## config.mk

```make
export PLATFORM = sky130hd
export DESIGN_NAME = agc_synth_test_regs
export DESIGN_NICKNAME = d
export VERILOG_FILES = /design/src/inc/agc_synth_test_pkg.sv /design/src/logic/agc_synth_test_regs.sv
export VERILOG_INCLUDE_DIRS = /design/src /design/src/inc
export SDC_FILE = /design/constraint.sdc
export NUM_CORES = 1
export LEC_CHECK = 0
export ABC_AREA = 0
export BUFFER_PORTS_ARGS = -buffer_cell sky130_fd_sc_hd__buf_2
export CAP_MARGIN = 10
export CORE_ASPECT_RATIO = 0.5
export CORE_MARGIN = 8
export CORE_UTILIZATION = 25
export DETAILED_ROUTE_END_ITERATION = 10
export PLACE_DENSITY = 0.4
export SKIP_LAST_GASP = 1
export SLEW_MARGIN = 5
export SYNTH_ARGS = -nofsm -noshare
export SYNTH_HDL_FRONTEND = slang
export SYNTH_SLANG_ARGS = --single-unit
```

## constraint.sdc

```tcl
create_clock -name mclk -period 2.5 [get_ports mclk]
set_clock_uncertainty 0.1 [all_clocks]
set_input_delay 0 -clock mclk [delete_from_list [all_inputs] [get_ports mclk]]
set_output_delay 0 -clock mclk [all_outputs]
set_load 0.005 [all_outputs]
```

## src/inc/agc_synth_test_regs.svh

```systemverilog
// offsets, write masks, reset values and timing counts of the gain and synthesizer test bank
// assumes inclusion by bare name from the design file only
`ifndef AGC_SYNTH_TEST_REGS_SVH
`define AGC_SYNTH_TEST_REGS_SVH

`define GAIN_MODE_THRESHOLDS_ADDR      6'h24
`define GAIN_LOOP_TUNING_ADDR          6'h25
`define GAIN_STEP_DIFFERENCES_ADDR     6'h26
`define SYNTH_ARRAY_CALIBRATION_ADDR   6'h27
`define SYNTH_CALIBRATION_CONTROL_ADDR 6'h28

`define GAIN_MODE_THRESHOLDS_RESET      16'h3649
`define GAIN_LOOP_TUNING_RESET          16'h0854
`define GAIN_STEP_DIFFERENCES_RESET     16'h012a
`define SYNTH_ARRAY_CALIBRATION_RESET   16'h0210
`define SYNTH_CALIBRATION_CONTROL_RESET 16'h5002

`define GAIN_LOOP_TUNING_MASK          16'h7fff
`define GAIN_STEP_DIFFERENCES_MASK     16'h03ff
`define SYNTH_ARRAY_CALIBRATION_MASK   16'h0fe0
`define SYNTH_CALIBRATION_CONTROL_MASK 16'hffff

`define OSC_BANK_CAL_RESULT_RESET 5'h10

`define CAL_SHORT_NS 37000
`define CAL_LONG_NS  57000
`define MCLK_PERIOD_NS 25
`define CAL_SHORT_CYCLES (`CAL_SHORT_NS / `MCLK_PERIOD_NS)
`define CAL_LONG_CYCLES  (`CAL_LONG_NS / `MCLK_PERIOD_NS)

`endif

```

## src/inc/agc_synth_test_pkg.sv

```systemverilog
// types of the gain and synthesizer test bank
// assumes nothing beyond the header of constants
package agc_synth_test_pkg;
    typedef enum logic [1:0] {
        cal_idle,
        cal_run
    } cal_state_type;
endpackage : agc_synth_test_pkg

```

## src/logic/agc_synth_test_regs.sv

```systemverilog
// register bank for gain loop and synthesizer calibration tuning, plus its calibration sequencer
// assumes a word-wide register port on mclk and analog blocks that read the decoded fields
`timescale 1ns/1ps
`include "agc_synth_test_regs.svh"

// Behaviour
// - front-end gain-mode hysteresis, four bits at top of first register, resets 3
// - six-bit medium/high front-end threshold, resets 25, 2 dB units
// - six-bit low/medium front-end threshold, resets 9, 2 dB units
// - blanking on stage removal or never; under manual gain only when bit set
// - boost bit doubles peak detector bias current
// - two-bit gain settle wait selector, resets 1
// - three enables for digital, fixed-stage and variable-stage peak detectors
// - averaging window code 0..3 gives 8,16,32,64 samples, resets 1
// - six-bit gain target level in 2 dB steps, resets 20
// - five-bit medium-to-high gain difference, resets 9
// - five-bit low-to-medium gain difference, resets 10
// - settle extend bit doubles oscillator settling per calibration step
// - override enable applies five-bit override value instead of calibrated array
// - read-only array result from latest calibration, resets 16
// - skip bit limits calibration to receive entry or transmit-calibrate strobe
// - measure extend bit gives 57 us calibration, else 37 us; resets 1
// - four-bit current reference for calibration, resets 4
// - six-bit current constant, also second current override value
// - tuning source: loop filter or converter value, unless test input enabled
// - manual gain override replaces loop gain during receive
module agc_synth_test_regs #(
    parameter int unsigned CAL_SHORT_CYCLES = `CAL_SHORT_CYCLES,
    parameter int unsigned CAL_LONG_CYCLES  = `CAL_LONG_CYCLES
) (
    input  wire logic        mclk,
    input  wire logic        srst,
    input  wire logic        clk_en,
    input  wire logic [5:0]  reg_addr,
    input  wire logic        reg_wr,
    input  wire logic [15:0] reg_wdata,
    output logic      [15:0] reg_rdata,
    input  wire logic        rx_entry,
    input  wire logic        tx_entry,
    input  wire logic        transmit_calibrate_strobe,
    input  wire logic        manual_gain_override,
    input  wire logic        tuning_test_input_enable,
    input  wire logic        osc_current_override_enable,
    input  wire logic [4:0]  cal_array_found,
    input  wire logic        stage_removed,
    input  wire logic [6:0]  loop_gain,
    input  wire logic [6:0]  manual_gain,
    output logic      [6:0]  applied_gain,
    output logic             blank_now,
    output logic      [4:0]  osc_bank_applied,
    output logic             cal_busy,
    output logic             cal_done,
    output logic             osc_settle_extend,
    output logic      [6:0]  gain_average_samples,
    output logic             tuning_from_converter,
    output logic      [5:0]  current_override_b,
    output logic             current_override_b_en
);
    localparam int unsigned CNT_W = 16;

    logic [15:0] gain_mode_thresholds, next_gain_mode_thresholds;
    logic [15:0] gain_loop_tuning, next_gain_loop_tuning;
    logic [15:0] gain_step_differences, next_gain_step_differences;
    logic [15:0] synth_array_calibration, next_synth_array_calibration;
    logic [15:0] synth_calibration_control, next_synth_calibration_control;
    logic [4:0]  osc_bank_cal_result, next_osc_bank_cal_result;

    // named field views used by the analog side
    logic [3:0] front_gain_hysteresis;
    logic [5:0] front_gain_upper_threshold;
    logic [5:0] front_gain_lower_threshold;
    logic       gain_blanking_select;
    logic       detector_bias_double;
    logic [1:0] gain_settle_delay;
    logic [2:0] detector_enable_set;
    logic [1:0] gain_average_window;
    logic [5:0] gain_target_level;
    logic [4:0] mid_to_top_gain_delta;
    logic [4:0] bottom_to_mid_gain_delta;
    logic       osc_bank_override_enable;
    logic [4:0] osc_bank_override_value;
    logic       skip_transmit_calibration;
    logic       osc_measure_extend;
    logic [3:0] osc_current_reference;
    logic [5:0] osc_current_constant;
    logic       tuning_source_select;
    logic [2:0] tuning_converter_value;

    assign front_gain_hysteresis      = gain_mode_thresholds[15:12];
    assign front_gain_upper_threshold = gain_mode_thresholds[11:6];
    assign front_gain_lower_threshold = gain_mode_thresholds[5:0];
    assign gain_blanking_select       = gain_loop_tuning[14];
    assign detector_bias_double       = gain_loop_tuning[13];
    assign gain_settle_delay          = gain_loop_tuning[12:11];
    assign detector_enable_set        = gain_loop_tuning[10:8];
    assign gain_average_window        = gain_loop_tuning[7:6];
    assign gain_target_level          = gain_loop_tuning[5:0];
    assign mid_to_top_gain_delta      = gain_step_differences[9:5];
    assign bottom_to_mid_gain_delta   = gain_step_differences[4:0];
    assign osc_bank_override_enable   = synth_array_calibration[10];
    assign osc_bank_override_value    = synth_array_calibration[9:5];
    assign skip_transmit_calibration  = synth_calibration_control[15];
    assign osc_measure_extend         = synth_calibration_control[14];
    assign osc_current_reference      = synth_calibration_control[13:10];
    assign osc_current_constant       = synth_calibration_control[9:4];
    assign tuning_source_select       = synth_calibration_control[3];
    assign tuning_converter_value     = synth_calibration_control[2:0];

    // register write path; reserved bits are masked so they always read zero
    always_comb begin
        next_gain_mode_thresholds      = gain_mode_thresholds;
        next_gain_loop_tuning          = gain_loop_tuning;
        next_gain_step_differences     = gain_step_differences;
        next_synth_array_calibration   = synth_array_calibration;
        next_synth_calibration_control = synth_calibration_control;
        if (reg_wr) begin
            unique case (reg_addr)
                `GAIN_MODE_THRESHOLDS_ADDR: next_gain_mode_thresholds = reg_wdata;
                `GAIN_LOOP_TUNING_ADDR: next_gain_loop_tuning = reg_wdata & `GAIN_LOOP_TUNING_MASK;
                `GAIN_STEP_DIFFERENCES_ADDR: begin
                    next_gain_step_differences = reg_wdata & `GAIN_STEP_DIFFERENCES_MASK;
                end
                `SYNTH_ARRAY_CALIBRATION_ADDR: begin
                    next_synth_array_calibration = reg_wdata & `SYNTH_ARRAY_CALIBRATION_MASK;
                end
                `SYNTH_CALIBRATION_CONTROL_ADDR: next_synth_calibration_control = reg_wdata;
                default: ;
            endcase
        end
    end

    always_ff @(posedge mclk) begin
        if (srst) begin
            gain_mode_thresholds      <= `GAIN_MODE_THRESHOLDS_RESET;
            gain_loop_tuning          <= `GAIN_LOOP_TUNING_RESET;
            gain_step_differences     <= `GAIN_STEP_DIFFERENCES_RESET;
            synth_array_calibration   <= `SYNTH_ARRAY_CALIBRATION_RESET;
            synth_calibration_control <= `SYNTH_CALIBRATION_CONTROL_RESET;
        end else if (clk_en) begin
            gain_mode_thresholds      <= next_gain_mode_thresholds;
            gain_loop_tuning          <= next_gain_loop_tuning;
            gain_step_differences     <= next_gain_step_differences;
            synth_array_calibration   <= next_synth_array_calibration;
            synth_calibration_control <= next_synth_calibration_control;
        end
    end

    // calibration sequencer
    agc_synth_test_pkg::cal_state_type cal_state, next_cal_state;
    logic [CNT_W-1:0] cal_count, next_cal_count;
    logic [CNT_W-1:0] cal_length;
    logic             cal_request;
    logic             next_cal_done;

    assign cal_request = rx_entry | (tx_entry & ~skip_transmit_calibration)
                       | (transmit_calibrate_strobe & skip_transmit_calibration);
    // settling is part of each step, so its extension adds to the total as well
    always_comb begin
        cal_length = osc_measure_extend ? CNT_W'(CAL_LONG_CYCLES) : CNT_W'(CAL_SHORT_CYCLES);
        if (osc_settle_extend)
            cal_length = cal_length + CNT_W'(CAL_SHORT_CYCLES / 8);
    end

    always_comb begin
        next_cal_state           = cal_state;
        next_cal_count           = cal_count;
        next_cal_done            = 1'b0;
        next_osc_bank_cal_result = osc_bank_cal_result;
        unique case (cal_state)
            agc_synth_test_pkg::cal_idle: begin
                if (cal_request) begin
                    next_cal_state = agc_synth_test_pkg::cal_run;
                    next_cal_count = cal_length - CNT_W'(1);
                end
            end
            agc_synth_test_pkg::cal_run: begin
                if (cal_count == '0) begin
                    next_cal_state           = agc_synth_test_pkg::cal_idle;
                    next_cal_done            = 1'b1;
                    next_osc_bank_cal_result = cal_array_found;
                end else begin
                    next_cal_count = cal_count - CNT_W'(1);
                end
            end
            default: next_cal_state = agc_synth_test_pkg::cal_idle;
        endcase
    end

    always_ff @(posedge mclk) begin
        if (srst) begin
            cal_state           <= agc_synth_test_pkg::cal_idle;
            cal_count           <= '0;
            cal_done            <= 1'b0;
            osc_bank_cal_result <= `OSC_BANK_CAL_RESULT_RESET;
        end else if (clk_en) begin
            cal_state           <= next_cal_state;
            cal_count           <= next_cal_count;
            cal_done            <= next_cal_done;
            osc_bank_cal_result <= next_osc_bank_cal_result;
        end
    end

    // registered outputs toward the analog blocks
    logic [15:0] next_reg_rdata;
    logic [6:0]  next_applied_gain;
    logic        next_blank_now;
    logic [4:0]  next_osc_bank_applied;
    logic [6:0]  next_gain_average_samples;

    always_comb begin
        unique case (reg_addr)
            `GAIN_MODE_THRESHOLDS_ADDR:      next_reg_rdata = gain_mode_thresholds;
            `GAIN_LOOP_TUNING_ADDR:          next_reg_rdata = gain_loop_tuning;
            `GAIN_STEP_DIFFERENCES_ADDR:     next_reg_rdata = gain_step_differences;
            `SYNTH_ARRAY_CALIBRATION_ADDR:   next_reg_rdata = {synth_array_calibration[15:5], osc_bank_cal_result};
            `SYNTH_CALIBRATION_CONTROL_ADDR: next_reg_rdata = synth_calibration_control;
            default:                         next_reg_rdata = 16'h0000;
        endcase
        next_applied_gain = manual_gain_override ? manual_gain : loop_gain;
        // loop-driven blanking only happens when the loop removes a stage
        if (manual_gain_override)
            next_blank_now = gain_blanking_select;
        else
            next_blank_now = ~gain_blanking_select & stage_removed;
        next_osc_bank_applied = osc_bank_override_enable ? osc_bank_override_value : osc_bank_cal_result;
        next_gain_average_samples = 7'h08 << gain_average_window;
    end

    always_ff @(posedge mclk) begin
        if (srst) begin
            reg_rdata             <= 16'h0000;
            applied_gain          <= 7'h00;
            blank_now             <= 1'b0;
            osc_bank_applied      <= `OSC_BANK_CAL_RESULT_RESET;
            cal_busy              <= 1'b0;
            osc_settle_extend     <= 1'b0;
            gain_average_samples  <= 7'h10;
            tuning_from_converter <= 1'b0;
            current_override_b    <= 6'h00;
            current_override_b_en <= 1'b0;
        end else if (clk_en) begin
            reg_rdata             <= next_reg_rdata;
            applied_gain          <= next_applied_gain;
            blank_now             <= next_blank_now;
            osc_bank_applied      <= next_osc_bank_applied;
            cal_busy              <= (next_cal_state == agc_synth_test_pkg::cal_run);
            osc_settle_extend     <= synth_array_calibration[11];
            gain_average_samples  <= next_gain_average_samples;
            tuning_from_converter <= ~tuning_test_input_enable & tuning_source_select;
            current_override_b    <= osc_current_constant;
            current_override_b_en <= osc_current_override_enable;
        end
    end
endmodule : agc_synth_test_regs

```

==> summary.txt <==
Met3 wire length - 617 um
I/O pin count - 99
Nets - 826
DRC viols - 0
Layout fillers - 2,359
Input/output buffers - 95
Sw Ratio - 0.248
Area growth syn-to-layout - 33.1%
Mapped Area - 5700 um^2
Dpl ws - 0.241 ns
Initial antenna violation count - 0
Avg Inst Size Synth - 8.97 um^2
RSZ-0062 raised after global routing - false
Combinational power share - 0.094
Final setup margin - 0.247 ns
Part of the cycle the worst path needs - 0.901
Clock root cell - clkbuf_16
H-tree depth - 4
GR Util All Layers - 0.128
Internal power - 3.98 mW
HPWL after DPL - 12,100 um
Antenna cells - 0
Initial DRT Pass Iterations - 7
Clock Latency Late Sink - 0.43 ns
Flops & latches, synth - 131
Maximum VDD drop - 319 uV
HP Start - reg_addr[0]
Fraction of layout cells with a size suffix above 1 - 0.216
Reg2reg start - cal_state[1]
Fraction of registers with async set or reset after synthesis - 0
Total negative slack - 0 ns
Seq/Total Area, Yosys - 0.460
# clock sinks - 131
Clock power share - 0.494
Register area - 2620 um^2
Die H - 123 um
Crit path time final - 2.25 ns
CP arrival - 2.51 ns
Total gr overflow - 0
Via count - 5,124
Metal-1 WL - 8190 um
Clk buf depth - 2
Die area - 28,200 um^2
DRC marker count from the first detailed-route iteration - 314
Status - finished clean
Crit-path max FO - 2
Crit path cell chain - nand2b_1, and2_1, a21oi_1, ha_1, or3b_2, nor3_2, nand4b_1, or2_0, a21oi_1
Hold Violations, Final - 0
Crit path launch - cal_state[1]
Worst-Margin Slew - 0.930 ns
Final Setup Violations - 0
CTS tree - done
Core Area - 22,600 um^2
Crit-path slowest cell - or3b_2
Worst setup EP type - register
Final ANT Viol Nets - 0
WS Path Type - reg2reg
Fmax achieved - 444 MHz
Register clock-pin slew on the reported worst setup and hold paths - 0.06 ns
Slew headroom - 0.373
DR WL/cell - 16.7 um
Post-Synthesis Cells - 635
CTS Buf Count - 17
Initial Utilization - 0.252
Register share of total power - 0.413
Post-synth EDFFs - 0
Ys flop type - dfxtp_1
WP data required - 2.76 ns
Area of the multi-input gates - 2840 um^2
Leak - 2.96 nW
Slew Viols, Final - 0
Post-CTS Setup Bufs - 0
Delay of the slowest cell on the worst path - 0.48 ns
# rows - 39
Top layer in use - met4
Die width - 230 um
Final wirelength - 18,100 um
Final Util - 0.336
Psw - 1.32 mW
First-pass GRT wire length - 28,300 um
DR vias/cell - 4.71
Synthesis warning total - 0
Post-cts hold buffer count - 44
Tot Pwr - 5.30 mW
Startpoint types - register
Max Cap Violations - 0
Cell Pwr Density - 698 nW/um^2
Fin Hold WS - 0.0631 ns
Vias in the first global route - 5,044
Distinct cells, synth - 59
CP most frequent cell - a21oi_1
Post-CTS Resized - 0
GPL Wtd Cong - 0.776
DR WL met2 - 9040 um
Pin count of the biggest net entering global routing - 104
Worst hold path class - in2reg
-- power groups by stage --
stage	Clock [mW]	Sequential (mW)	Combinational (mW)
final	2.61	2.19	0.496
after floorplan	0	2.22	0.280
after global placement	0	2.23	0.444
after detailed placement	0	2.23	0.442
after CTS	2.67	2.19	0.501
after global routing	2.75	2.20	0.549
-- synthesized netlist by cell type, drive strengths merged (3+ instances only) --
cell type  count  share of area
or4            4         0.0053
o211ai         3         0.0040
nand3b        15          0.020
ha             3         0.0066
nor4           5          0.013
a222oi        15          0.026
mux2i         47          0.083
nand2b         3         0.0033
nand3          9          0.011
a311oi        11          0.017
nor3b          4         0.0072
nand2         94          0.062
nor2          76          0.050
inv            5         0.0033
clkbuf        29          0.019
nor3          13          0.016
a22oi         11          0.014
a211o         11          0.017
a31oi          4         0.0044
dfxtp        131           0.46
and3           7         0.0077
a21oi         47          0.041
buf           20          0.020
nor2b         11          0.012
a211oi        12          0.016
o21ai         19          0.017
-- per-stage QoR --
| step | instances | instance area (um^2) |
|---|---|---|
| 2_1_floorplan | 637 | 5710 |
| 3_3_place_gp | 1015 | 6540 |
| 6_report | 1089 | 7580 |
| 5_1_grt | 1089 | 7580 |
| 3_5_place_dp | 1015 | 6540 |
| 4_1_cts | 1089 | 7580 |
-- worst max-delay path, delay by kind of cell, from the launching register on --
family                   cells  cell delay, ns
AO/OA/AOI/OAI                2            0.28
adder cells (fa/ha/maj)      1            0.19
flip-flops                   1            0.30
AND/OR/NAND/NOR              6            1.31
-- per-layer routing --
metal / vias up / global-route usage
met1: 2459 / 0.157
met2: 81 / 0.221
met5: - / 0
met3: 23 / 0.0249
met4: 0 / 0.0547
li1: 2561 / -
-- cell families (layout without fill, tap and decap cells) --
group | Yosys count | after routing | synth area share
AO/OA/AOI/OAI | 142 | 142 | 0.171
XOR/XNOR | 1 | 1 | 0.00154
adder cells (fa/ha/maj) | 3 | 3 | 0.00659
buffers and inverters | 54 | 199 | 0.0430
flip-flops | 131 | 131 | 0.460
multiplexers | 48 | 48 | 0.0845
other | 1 | 3 | 0.000658
AND/OR/NAND/NOR | 255 | 255 | 0.232
-- path summary, 6_finish.rpt --
path	end	depth (start not counted)	slack, ns
worst max-delay path	cal_count[14]	9	0.25
worst max register to register	cal_count[14]	9	0.25
worst min-delay path	gain_mode_thresholds[1]	5	0.06
worst min register to register	reg_rdata[15]	2	0.35
-- area by class of cell --
type	instances	share of cell area
Sequential cell	131	0.346
Multi-Input combinational cell	452	0.374
Clock buffer	19	0.0597
Tap cell	307	0.0506
Inverter	5	0.00247
Timing Repair Buffer	164	0.147
Clock inverter	11	0.0198
-- sequential cells by signal, summed over array words and instances (netlist names) --
name                       flops
osc_bank_applied               5
osc_bank_cal_result            5
synth_array_calibration        7
gain_mode_thresholds          16
synth_calibration_control     16
current_override_b             6
reg_rdata                     16
gain_step_differences         10
cal_done                       1
cal_state                      2
gain_average_samples           4
gain_loop_tuning              15
osc_settle_extend              1
cal_busy                       1
current_override_b_en          1
cal_count                     16
applied_gain                   7
tuning_from_converter          1
blank_now                      1
-- layout by cell type, fill, tap and decap left out, types with 4 or more instances in the layout --
cell type,synthesis,layout
and3_1,7,7
buf_2,9,94
mux2i_1,47,47
nor3_1,9,9
or4_1,4,4
inv_6,0,4
nand3_1,7,7
dlygate4sd3_1,0,44
nand3b_1,15,15
nor2_1,76,76
a222oi_1,15,15
nor2b_1,11,11
inv_1,5,5
nand2_1,94,94
a31oi_1,4,4
buf_4,4,25
a311oi_1,11,11
a211oi_1,12,12
dfxtp_1,131,131
o21ai_0,18,18
a211o_1,11,11
a22oi_1,11,11
clkbuf_16,0,17
a21oi_1,47,47
(Power assumes the default switching activity.)
